--- src/shared/tso_pkg.sv ---
// Shared constants, register map and state types of the stream output stage.
package tso_pkg;
   localparam logic [7:0] REG_CLK_CTRL = 8'h50;
   localparam logic [7:0] REG_OUT_CTRL = 8'h5a;
   localparam int CLKINV_BIT = 0;
   localparam int ERROR_MARK_ENABLE_BIT = 0;
   localparam int OE_N_BIT = 1;
   localparam int BUSY_BIT = 7;
   localparam logic CLKINV_RST = 1'b1;
   localparam logic ERROR_MARK_ENABLE_RST = 1'b1;
   localparam logic OE_N_RST = 1'b1;
   localparam logic [7:0] PKT_LEN = 8'hbc;
   localparam logic [7:0] TEI_IDX = 8'h01;
   localparam logic [7:0] TEI_MASK = 8'h80;
   localparam logic [7:0] HALF_BASE = 8'h02;
   localparam int FIFO_W = 10;
   localparam int FIFO_D = 8;

   // One upstream byte: first-byte mark, packet uncorrectable mark, data.
   typedef struct packed {
      logic first;
      logic uncorr;
      logic [7:0] data;
   } tso_word_t;

   // Transmission settings that set the output clock rate.
   typedef struct packed {
      logic [1:0] guard;
      logic [1:0] constellation;
      logic [1:0] hierarchy;
      logic [2:0] code_rate;
   } tso_mode_t;

   typedef struct packed {
      logic [7:0] div_cnt;
      logic clk_out;
      logic active;
      logic [7:0] idx;
      logic pkt_err;
      logic [7:0] byte_out;
      logic start_out;
      logic valid_out;
      logic err_n_out;
      logic clkinv;
      logic error_mark_enable;
      logic oe_n;
      logic [7:0] rdata;
   } tso_state_t;

   // Denser modes carry more bits per symbol, so the clock half period shrinks.
   function automatic logic [7:0] tso_half_period(input tso_mode_t m);
      logic [7:0] h;
      h = HALF_BASE + {6'h00, m.guard} + {6'h00, 2'h2 - m.constellation}
          + {6'h00, m.hierarchy} + {5'h00, 3'h4 - m.code_rate};
      return h;
   endfunction : tso_half_period
endpackage : tso_pkg
--- src/rtl/tso_top.sv ---
// Transport stream output stage with its eight-entry byte FIFO.
`timescale 1ns/10ps
module tso_fifo #(
   parameter int WIDTH = 10,
   parameter int DEPTH = 8
) (
   input wire logic ref_clk,
   input wire logic arst_n,
   input wire logic [WIDTH-1:0] in_data,
   input wire logic in_valid,
   output logic in_ready,
   output logic [WIDTH-1:0] out_data,
   output logic out_valid,
   input wire logic out_ready
);
   localparam int AW = (DEPTH > 1) ? $clog2(DEPTH) : 1;
   typedef struct packed {
      logic [AW-1:0] wp;
      logic [AW-1:0] rp;
      logic [AW:0] cnt;
   } tso_fifo_st_t;
   tso_fifo_st_t st_reg;
   tso_fifo_st_t st_next;
   logic [WIDTH-1:0] mem [DEPTH];
   logic push;
   logic pop;

   initial begin
      if (DEPTH < 2 || (1 << AW) != DEPTH || WIDTH < 1) begin
         $error("tso_fifo: DEPTH must be a power of two of at least 2");
      end
   end

   assign in_ready = (st_reg.cnt != DEPTH[AW:0]);
   assign out_valid = (st_reg.cnt != '0);
   assign out_data = mem[st_reg.rp];
   assign push = in_valid && in_ready;
   assign pop = out_valid && out_ready;

   always_comb begin
      st_next = st_reg;
      if (push) begin
         st_next.wp = st_reg.wp + 1'b1;
      end
      if (pop) begin
         st_next.rp = st_reg.rp + 1'b1;
      end
      st_next.cnt = st_reg.cnt + {{AW{1'b0}}, push} - {{AW{1'b0}}, pop};
   end

   always_ff @(posedge ref_clk or negedge arst_n) begin
      if (!arst_n) begin
         st_reg <= '0;
      end else begin
         st_reg <= st_next;
      end
   end

   always_ff @(posedge ref_clk) begin
      if (push) begin
         mem[st_reg.wp] <= in_data;
      end
   end
endmodule : tso_fifo

//Contract
//RQ1: Error marking on sets header error bit.
//RQ2: Error marking off passes header bit unchanged.
//RQ3: Stream drives only while enable_n cleared.
//RQ4: Sync byte drifts at most one clock.
//RQ5: Output clock runs free after symbol lock.
//RQ6: Invert set: outputs change on falling edge.
//RQ7: 188 consecutive bytes; data low in gaps.
//RQ8: Start strobe only on first byte.
//RQ9: Valid high from first to last byte.
//RQ10: Error low whole packet when uncorrectable.
//RQ11: Clock rate follows transmission mode settings.
//RQ12: Gaps: strobes low, error output high.
//RQ13: Receiver samples rising edge while valid.
module tso_top (
   input wire logic ref_clk,
   input wire logic arst_n,
   input wire tso_pkg::tso_word_t up_word,
   input wire logic up_valid,
   output logic up_ready,
   input wire logic symbol_lock,
   input wire tso_pkg::tso_mode_t mode,
   input wire logic [7:0] reg_addr,
   input wire logic [7:0] reg_wdata,
   input wire logic reg_we,
   input wire logic reg_re,
   output logic [7:0] reg_rdata,
   output logic stream_output_clock,
   output logic [7:0] packet_byte_out,
   output logic packet_start_strobe,
   output logic packet_valid_strobe,
   output logic block_error_n
);
   import tso_pkg::*;

   tso_state_t s_reg;
   tso_state_t s_next;
   tso_word_t head;
   logic head_valid;
   logic pop;
   logic tick;
   logic upd;
   logic [FIFO_W-1:0] head_bits;

   tso_fifo #(.WIDTH(FIFO_W), .DEPTH(FIFO_D)) u_fifo (
      .ref_clk(ref_clk),
      .arst_n(arst_n),
      .in_data(up_word),
      .in_valid(up_valid),
      .in_ready(up_ready),
      .out_data(head_bits),
      .out_valid(head_valid),
      .out_ready(pop)
   );
   assign head = head_bits;

   // The clock toggles at the end of each half period while lock holds. [RQ5] [RQ11]
   assign tick = symbol_lock && (s_reg.div_cnt == 8'h00);
   // A toggle to low with invert set, or to high with invert clear, moves the outputs. [RQ6]
   assign upd = tick && (s_reg.clk_out == s_reg.clkinv);
   // The buffer stalls while the stream is disabled, so back-pressure reaches upstream. [RQ3]
   assign pop = upd && !s_reg.oe_n && head_valid && (s_reg.active || head.first);

   always_comb begin
      s_next = s_reg;
      if (!symbol_lock) begin
         s_next.div_cnt = 8'h00;
         s_next.clk_out = 1'b0;
      end else if (tick) begin
         s_next.div_cnt = tso_half_period(mode) - 8'h01; // [RQ11]
         s_next.clk_out = !s_reg.clk_out; // [RQ5]
      end else begin
         s_next.div_cnt = s_reg.div_cnt - 8'h01;
      end
      if (upd) begin
         s_next.byte_out = 8'h00; // [RQ7]
         s_next.start_out = 1'b0;
         s_next.valid_out = 1'b0;
         s_next.err_n_out = 1'b1; // [RQ12]
         if (s_reg.oe_n) begin
            s_next.active = 1'b0; // [RQ3]
         end else if (s_reg.active) begin
            // An underrun inside a packet still spends the clock and flags the packet bad.
            s_next.idx = s_reg.idx + 8'h01; // [RQ7]
            s_next.pkt_err = s_reg.pkt_err || !head_valid;
            s_next.byte_out = head_valid ? head.data : 8'h00;
            // The header error bit sits in the byte that this update sends as index one.
            if (s_next.idx == TEI_IDX && s_reg.error_mark_enable && s_reg.pkt_err) begin
               s_next.byte_out = s_next.byte_out | TEI_MASK; // [RQ1]
            end
            s_next.valid_out = 1'b1; // [RQ9]
            s_next.err_n_out = !s_next.pkt_err; // [RQ10]
            s_next.active = (s_reg.idx != PKT_LEN - 8'h02);
         end else if (head_valid && head.first) begin
            // A packet starts on the first output clock after its first byte arrives. [RQ4]
            s_next.active = 1'b1;
            s_next.idx = 8'h00;
            s_next.pkt_err = head.uncorr;
            s_next.byte_out = head.data;
            s_next.start_out = 1'b1; // [RQ8]
            s_next.valid_out = 1'b1; // [RQ9]
            s_next.err_n_out = !head.uncorr; // [RQ10]
         end
      end
      if (reg_we && reg_addr == REG_CLK_CTRL) begin
         s_next.clkinv = reg_wdata[CLKINV_BIT];
      end
      if (reg_we && reg_addr == REG_OUT_CTRL) begin
         s_next.error_mark_enable = reg_wdata[ERROR_MARK_ENABLE_BIT];
         s_next.oe_n = reg_wdata[OE_N_BIT];
      end
      if (reg_re) begin
         s_next.rdata = 8'h00;
         if (reg_addr == REG_CLK_CTRL) begin
            s_next.rdata[CLKINV_BIT] = s_reg.clkinv;
         end else if (reg_addr == REG_OUT_CTRL) begin
            s_next.rdata[ERROR_MARK_ENABLE_BIT] = s_reg.error_mark_enable;
            s_next.rdata[OE_N_BIT] = s_reg.oe_n;
            s_next.rdata[BUSY_BIT] = s_reg.active;
         end
      end
   end

   always_ff @(posedge ref_clk or negedge arst_n) begin
      if (!arst_n) begin
         s_reg <= '0;
         s_reg.err_n_out <= 1'b1;
         s_reg.clkinv <= CLKINV_RST;
         s_reg.error_mark_enable <= ERROR_MARK_ENABLE_RST;
         s_reg.oe_n <= OE_N_RST;
      end else begin
         s_reg <= s_next;
      end
   end

   assign stream_output_clock = s_reg.clk_out;
   assign packet_byte_out = s_reg.byte_out;
   assign packet_start_strobe = s_reg.start_out;
   assign packet_valid_strobe = s_reg.valid_out;
   assign block_error_n = s_reg.err_n_out;
   assign reg_rdata = s_reg.rdata;

   AST_TEI_SET: assert property (@(posedge ref_clk) disable iff (!arst_n) // [RQ1]
      upd && s_reg.active && !s_reg.oe_n && s_reg.idx == TEI_IDX - 8'h01 && s_reg.error_mark_enable
      && s_reg.pkt_err |=> packet_byte_out[7])
      else $error("error bit not forced in marked packet");
   AST_TEI_PASS: assert property (@(posedge ref_clk) disable iff (!arst_n) // [RQ2]
      upd && s_reg.active && !s_reg.oe_n && head_valid && !s_reg.error_mark_enable
      |=> packet_byte_out == $past(head.data))
      else $error("byte altered while marking is off");
   AST_OE_OFF: assert property (@(posedge ref_clk) disable iff (!arst_n) // [RQ3]
      upd && s_reg.oe_n |=> !packet_valid_strobe && packet_byte_out == 8'h00)
      else $error("stream driven while disabled");
   AST_CLK_RUN: assert property (@(posedge ref_clk) disable iff (!arst_n) // [RQ5]
      symbol_lock && s_reg.div_cnt == 8'h00 |=> stream_output_clock != $past(stream_output_clock))
      else $error("output clock missed a toggle under lock");
   AST_EDGE: assert property (@(posedge ref_clk) disable iff (!arst_n) // [RQ6]
      $changed(packet_valid_strobe) |-> stream_output_clock == !$past(s_reg.clkinv))
      else $error("outputs changed on the wrong clock edge");
   AST_GAP_DATA: assert property (@(posedge ref_clk) disable iff (!arst_n) // [RQ7]
      !packet_valid_strobe |-> packet_byte_out == 8'h00)
      else $error("data not low in gap");
   AST_START_FIRST: assert property (@(posedge ref_clk) disable iff (!arst_n) // [RQ8]
      packet_start_strobe |-> packet_valid_strobe && s_reg.idx == 8'h00)
      else $error("start strobe not on first byte");
   AST_VALID_LEN: assert property (@(posedge ref_clk) disable iff (!arst_n) // [RQ9]
      $fell(packet_valid_strobe) && !$past(s_reg.oe_n) |-> $past(s_reg.idx) == PKT_LEN - 8'h01)
      else $error("packet length not 188 bytes");
   AST_ERR_HOLD: assert property (@(posedge ref_clk) disable iff (!arst_n) // [RQ10]
      packet_valid_strobe && !block_error_n |=> !packet_valid_strobe || packet_start_strobe
      || !block_error_n)
      else $error("block error released inside packet");
   AST_GAP_STROBES: assert property (@(posedge ref_clk) disable iff (!arst_n) // [RQ12]
      !packet_valid_strobe |-> !packet_start_strobe && block_error_n)
      else $error("strobes active in gap");
endmodule : tso_top

--- config.mk ---
export PLATFORM = sky130hd
export DESIGN_NAME = tso_top
export DESIGN_NICKNAME = d
export VERILOG_FILES = /design/src/shared/tso_pkg.sv /design/src/rtl/tso_top.sv
export SDC_FILE = /design/constraint.sdc
export NUM_CORES = 1
export LEC_CHECK = 0
export ABC_CLOCK_PERIOD_IN_PS = 2450
export BUFFER_PORTS_ARGS = -buffer_cell sky130_fd_sc_hd__buf_2
export CAP_MARGIN = 15
export CORE_ASPECT_RATIO = 0.7
export CORE_MARGIN = 1.5
export CORE_UTILIZATION = 38
export DETAILED_ROUTE_END_ITERATION = 10
export GPL_ROUTABILITY_DRIVEN = 0
export PLACE_DENSITY = 0.59
export SYNTH_ARGS = -nofsm -noshare
export SYNTH_HDL_FRONTEND = slang
export SYNTH_SLANG_ARGS = --single-unit
export TNS_END_PERCENT = 10
--- constraint.sdc ---
create_clock -name ref_clk -period 2.45 [get_ports ref_clk]
set_input_delay 0.1225 -clock ref_clk [delete_from_list [all_inputs] [get_ports ref_clk]]
set_output_delay 0.1225 -clock ref_clk [all_outputs]
set_load 0.1 [all_outputs]
### Yosys cells after proc, flatten, opt, wreduce, memory -nomap -nowiden

Memories as Yosys holds them, arrays and structs flattened.
Cells that the tools add are included.

| storage, ports and cells | value |
|---|---|
| latch bits | 0 |
| logic and storage cells | 79 |
| output and inout port bits | 21 |
| flip-flop bits (word level) | 46 |
| bits in writable memories | 80 |
| memories kept | 1 |
| bits of input ports | 41 |
| memory bits (read-only) | 0 |

Memory list:

| name | depth | bits a word | rd ports | clocked after memory_dff | wr ports | line | RTL |
|---|---|---|---|---|---|---|---|
| u_fifo.mem | 8 | 10 | 1 | 0 | 1 | tso_top.sv:24 | `logic [WIDTH-1:0] mem [DEPTH];` |

| operators by class | value |
|---|---|
| div/mod/pow operators | 0 |
| equality and inequality tests | 7 |
| $lt $le $gt $ge | 0 |
| bitwise logic cells | 1 |
| reductions and logical operators | 23 |
| $mul | 0 |
| $add $sub $neg | 13 |
| muxes and demuxes | 18 |
| shift-type cells | 0 |

Operator list:

| kind | number |
|---|---|
| two-way mux 8 bit | 3 |
| two-way mux 21 bit | 1 |
| two-way mux 18 bit | 1 |
| == test 8 x 7 -> 1 bit, second input constant | 2 |
| logical AND 1 bit | 12 |
| two-way mux 11 bit | 1 |
| two-way mux 1 bit | 9 |
| two-way mux 9 bit | 1 |
| adder 8 x 1 -> 8 bit, second input constant | 1 |
| == test 8 x 1 -> 1 bit, second input constant | 1 |
| logical NOT 8 bit | 1 |
| inequality test 8 bit, second input constant | 1 |
| subtractor 8 x 1 -> 8 bit, second input constant | 1 |
| subtractor 6 x 1 -> 7 bit, second input constant | 1 |
| adder 3 x 1 -> 3 bit, second input constant | 2 |
| adder 5 x 3 -> 6 bit | 1 |
| adder 4 x 2 -> 5 bit | 1 |
| logical NOT 1 bit | 5 |
| adder 3 x 2 -> 4 bit | 1 |
| adder 4 x 1 -> 4 bit | 1 |
| two-way mux 2 bit | 2 |
| inequality test 4 bit, second input constant | 1 |
| nonzero test 4 bit | 1 |
| subtractor 4 x 1 -> 4 bit | 1 |
| 9 further kinds | 10 |

### Logic depth before layout (Yosys ltp)

| logic depth | value |
|---|---|
| depth in word-level cells | 8 |
| depth in mapped cells | 12 |
| depth with buffers taken out | 11 |

### Hierarchy

From an unflattened synthesis, not the netlist that was laid out.

| second synthesis, totals | value |
|---|---|
| cells, all modules | 400 |
| area, all modules | 5,829.3 um2 |

By module, submodules not included:

| module | area an instance (um2) | instances | cells an instance | sequential area each (um2) |
|---|---|---|---|---|
| tso_fifo | 3,651.0 | 1 | 170 | 2,652.5 |
| tso_top | 2,178.3 | 1 | 230 | 905.9 |

### Worst setup path before layout

OpenSTA, ideal clock, no wires.

| timing | value |
|---|---|
| path type | register to register |
| start point | reg s_reg, in the netlist stream_output_clock |
| end point | reg u_fifo.st_reg[2] (netlist bit) |
| stages on the path, launching flop included | 11 |
| data arrival time | 2.797 ns |
| library setup time | 0.122 ns |
| slack | -0.470 ns |
| period minus slack after synthesis | 2.920 ns |
| path buffers | 1 |
| data required time | 2.328 ns |
| cell sequence | dfrtp_1 > xnor2_1 > nand3b_1 > or2_1 > buf_2 > nor3_1 > ha_1 > inv_1 > ha_1 > fa_1 > xor2_1 |

RTL lines:

| what | line | RTL |
|---|---|---|
| start: declaration | tso_top.sv:101 | `tso_state_t s_reg;` |
| start signal: assignment | tso_top.sv:197 | `s_reg <= s_next;` |
| end signal: assignment | tso_top.sv:55 | `st_reg <= st_next;` |
| end: declaration | tso_top.sv:22 | `tso_fifo_st_t st_reg;` |

==> impl_metrics.json <==
{
  "insertion_delay_ns": 0.42,
  "min_path_type": "in2reg",
  "die_width_um": 151,
  "avgSynthCellArea_um2": 13.7,
  "synth-simple-area-share_pct": 9.35,
  "multi_input_area_mm2": 0.00208,
  "clock_sinks": 126,
  "timing.slew.headroom_pct": 58.0,
  "ys_seq_area_share_pct": 61.0,
  "final_common_cell": "edfxtp_1",
  "ir_worst_vdd_mv": 0.522,
  "layout_common_cells": "80 x edfxtp_1, 50 x buf_2, 40 x dfrtp_1",
  "worstMarginPinSlew_ns": 0.630,
  "yosysWarningCount": 0,
  "finalSetupViolations": 0,
  "route.detailed.drc": 0,
  "critPathKind": "reg2reg",
  "io_buffers": 50,
  "cts-root-buf": "clkbuf_16",
  "final_layout_size_suffix_gt1_share_pct": 30.2,
  "nNetsFinal": 575,
  "arrival_ns": 2.67,
  "drtAntennaViolNets": 0,
  "cp.required_ns": 2.74,
  "placed_cell_area_mm2": 0.00639,
  "io_pins": 62,
  "synthCells": 425,
  "synthArstFlopShare_pct": 36.5,
  "synth.area.mux_share_pct": 10.2,
  "seq_area_mm2": 0.00356,
  "maxCapViolCount": 0,
  "dp_hpwl_um": 7870,
  "period_needed_ns": 2.38,
  "cts_buffers": 17,
  "slew_viol_final": 0,
  "antenna_found_initial": 0,
  "synthFlopType": "edfxtp_1",
  "reg2reg_slack_ns": 0.07,
  "syn_to_final_growth_pct": 23.7,
  "routed_wl_um": 11800,
  "wl_per_cell_um": 16.4,
  "power.density_mw_per_mm2": 1270,
  "cp-end-kind": "flip-flop",
  "fin_tns_setup_ns": 0,
  "grt_first_pass_wirelength_um": 19500,
  "fin_cells": 719,
  "gr-total-overflow": 0,
  "synth-edff-count": 80,
  "grt_max_degree": 47,
  "grt_pass1_vias": 3650,
  "hold_viol": 0,
  "clock_path_buffers": 2,
  "leakage_nw": 2.83,
  "largest_reg_flops": 80,
  "drt_pass1_iterations": 4,
  "start_kind": "flip-flop",
  "post-route-util_pct": 48.6,
  "placed_cells": 669,
  "drt-vias-per-instance": 4.96,
  "cts_tree": "built",
  "drt_iter0_drc": 212,
  "fin_crit_sh_pct": 97.3,
  "fmaxAchievable_ghz": 0.419,
  "cts.reportedPaths.clkPinSlew_ns": 0.06,
  "cts_max_level": 4,
  "coreArea_mm2": 0.0149,
  "synth_top_family_by_area": "multiplexers",
  "nFillCells": 1272,
  "die_h_um": 107,
  "grt_use_total_pct": 16.3,
  "rows": 37,
  "start_util_pct": 39.3,
  "status": "completed",
  "synth-adder-area-share_pct": 5.57,
  "cp_max_fo": 2,
  "dr_total_vias": 3564,
  "skew_ns": 0.0104,
  "diodes": 0,
  "die_area_mm2": 0.0161,
  "final_area_mm2": 0.00722,
  "synth_cell_types": 50,
  "rsz0062_at_grt": "true",
  "ys_seq_elements": 126,
  "synth_xor_area_share_pct": 2.55,
  "syn_area_mm2": 0.00584,
  "synth_compound_area_share_pct": 6.22,
  "worst_hold_slack_ns": 0.0522
}
-- layout make-up --
type                    count  area share, %
clock buffers              17           5.89
flip-flops and latches    126           49.4
inverters                  28           1.52
multi-input cells         245           28.7
well taps                 195           3.38
repair buffers             93           8.73
clock inverters            15           2.37
-- path summary, 6_finish.rpt --
kind | end | cells past startpoint | from
min in group asynchronous | s_reg[30]$_DFFE_PN0P_ | 2 | arst_n
max reg2reg | u_fifo.st_reg[1]$_DFF_PN0_ | 8 | s_reg[37]$_DFF_PN0_
min reg2reg | packet_start_strobe$_DFFE_PN0P_ | 2 | packet_start_strobe$_DFFE_PN0P_
max | u_fifo.st_reg[1]$_DFF_PN0_ | 8 | s_reg[37]$_DFF_PN0_
max in group asynchronous | s_reg[10]$_DFFE_PN1P_ | 3 | arst_n
min | s_reg[10]$_DFFE_PN1P_ | 3 | reg_we
-- Yosys cell counts (all sizes together), types with 5 or more instances --
cell,count,area (um2)
nor3,7,35.0
o21ai,23,115
edfxtp,80,2400
nor4,6,52.6
clkbuf,7,27.5
a21oi,13,65.1
a211oi,5,37.5
inv,28,105
nand3,11,72.6
dfrtp,42,1050
mux2,6,67.6
buf,23,166
xnor2,9,78.8
nand2,28,105
mux2i,12,120
nor2,25,93.8
xor2,8,70.1
nand4,6,37.5
fa,5,100
ha,18,225
mux4,18,405
-- critical path, cell delays in order (launching register included) --
cell	delay, ns
dfrtp_2	0.42
nor4_4	0.37
nand3_4	0.11
or2_4	0.29
nor3_4	0.23
ha_4	0.24
inv_4	0.05
ha_4	0.12
fa_2	0.42
-- cells by family (layout without fill, tap and decap cells) --
kind of cell               Yosys count  after routing
and+or+nand+nor                    105            105
xor gates and xnor gates            17             17
other                                1              5
muxes                               36             36
DFF                                126            126
adders and majority gates           23             23
buffers and inverters               58            153
AOI/OAI and AO/OA                   59             59
-- per-layer routing --
metal	share of wire (%)	global-route usage, %	vias up
li1	-	-	1727
met1	49	23.1	1754
met5	0	0	-
met4	1.0	5.27	0
met3	4.2	4.00	12
met2	46	24.5	71
-- metrics by stage --
| stage | worst slack, ns | power, mW |
|---|---|---|
| finish | 0.0660 | 9.16 |
| global route | -0.0561 | 9.74 |
| CTS | 0.0310 | 9.15 |
| detailed placement | -0.174 | 6.58 |
| global placement | -0.103 | 6.50 |
| floorplan | -0.0341 | 5.75 |
-- what timing repair did --
action	4_1_cts	5_1_grt
resized for setup	0	10
hold buffers	15	0
endpoints found under the setup margin	0	3
endpoints found under the hold margin	130	0
setup buffers	0	2
-- power breakdown --
| part | switching (mW) | internal [mW] |
|---|---|---|
| sequential | 0.355 | 2.79 |
| combinational | 2.16 | 1.34 |
| clock | 1.06 | 1.45 |
Note: power is estimated with default switching activity, not from simulation.
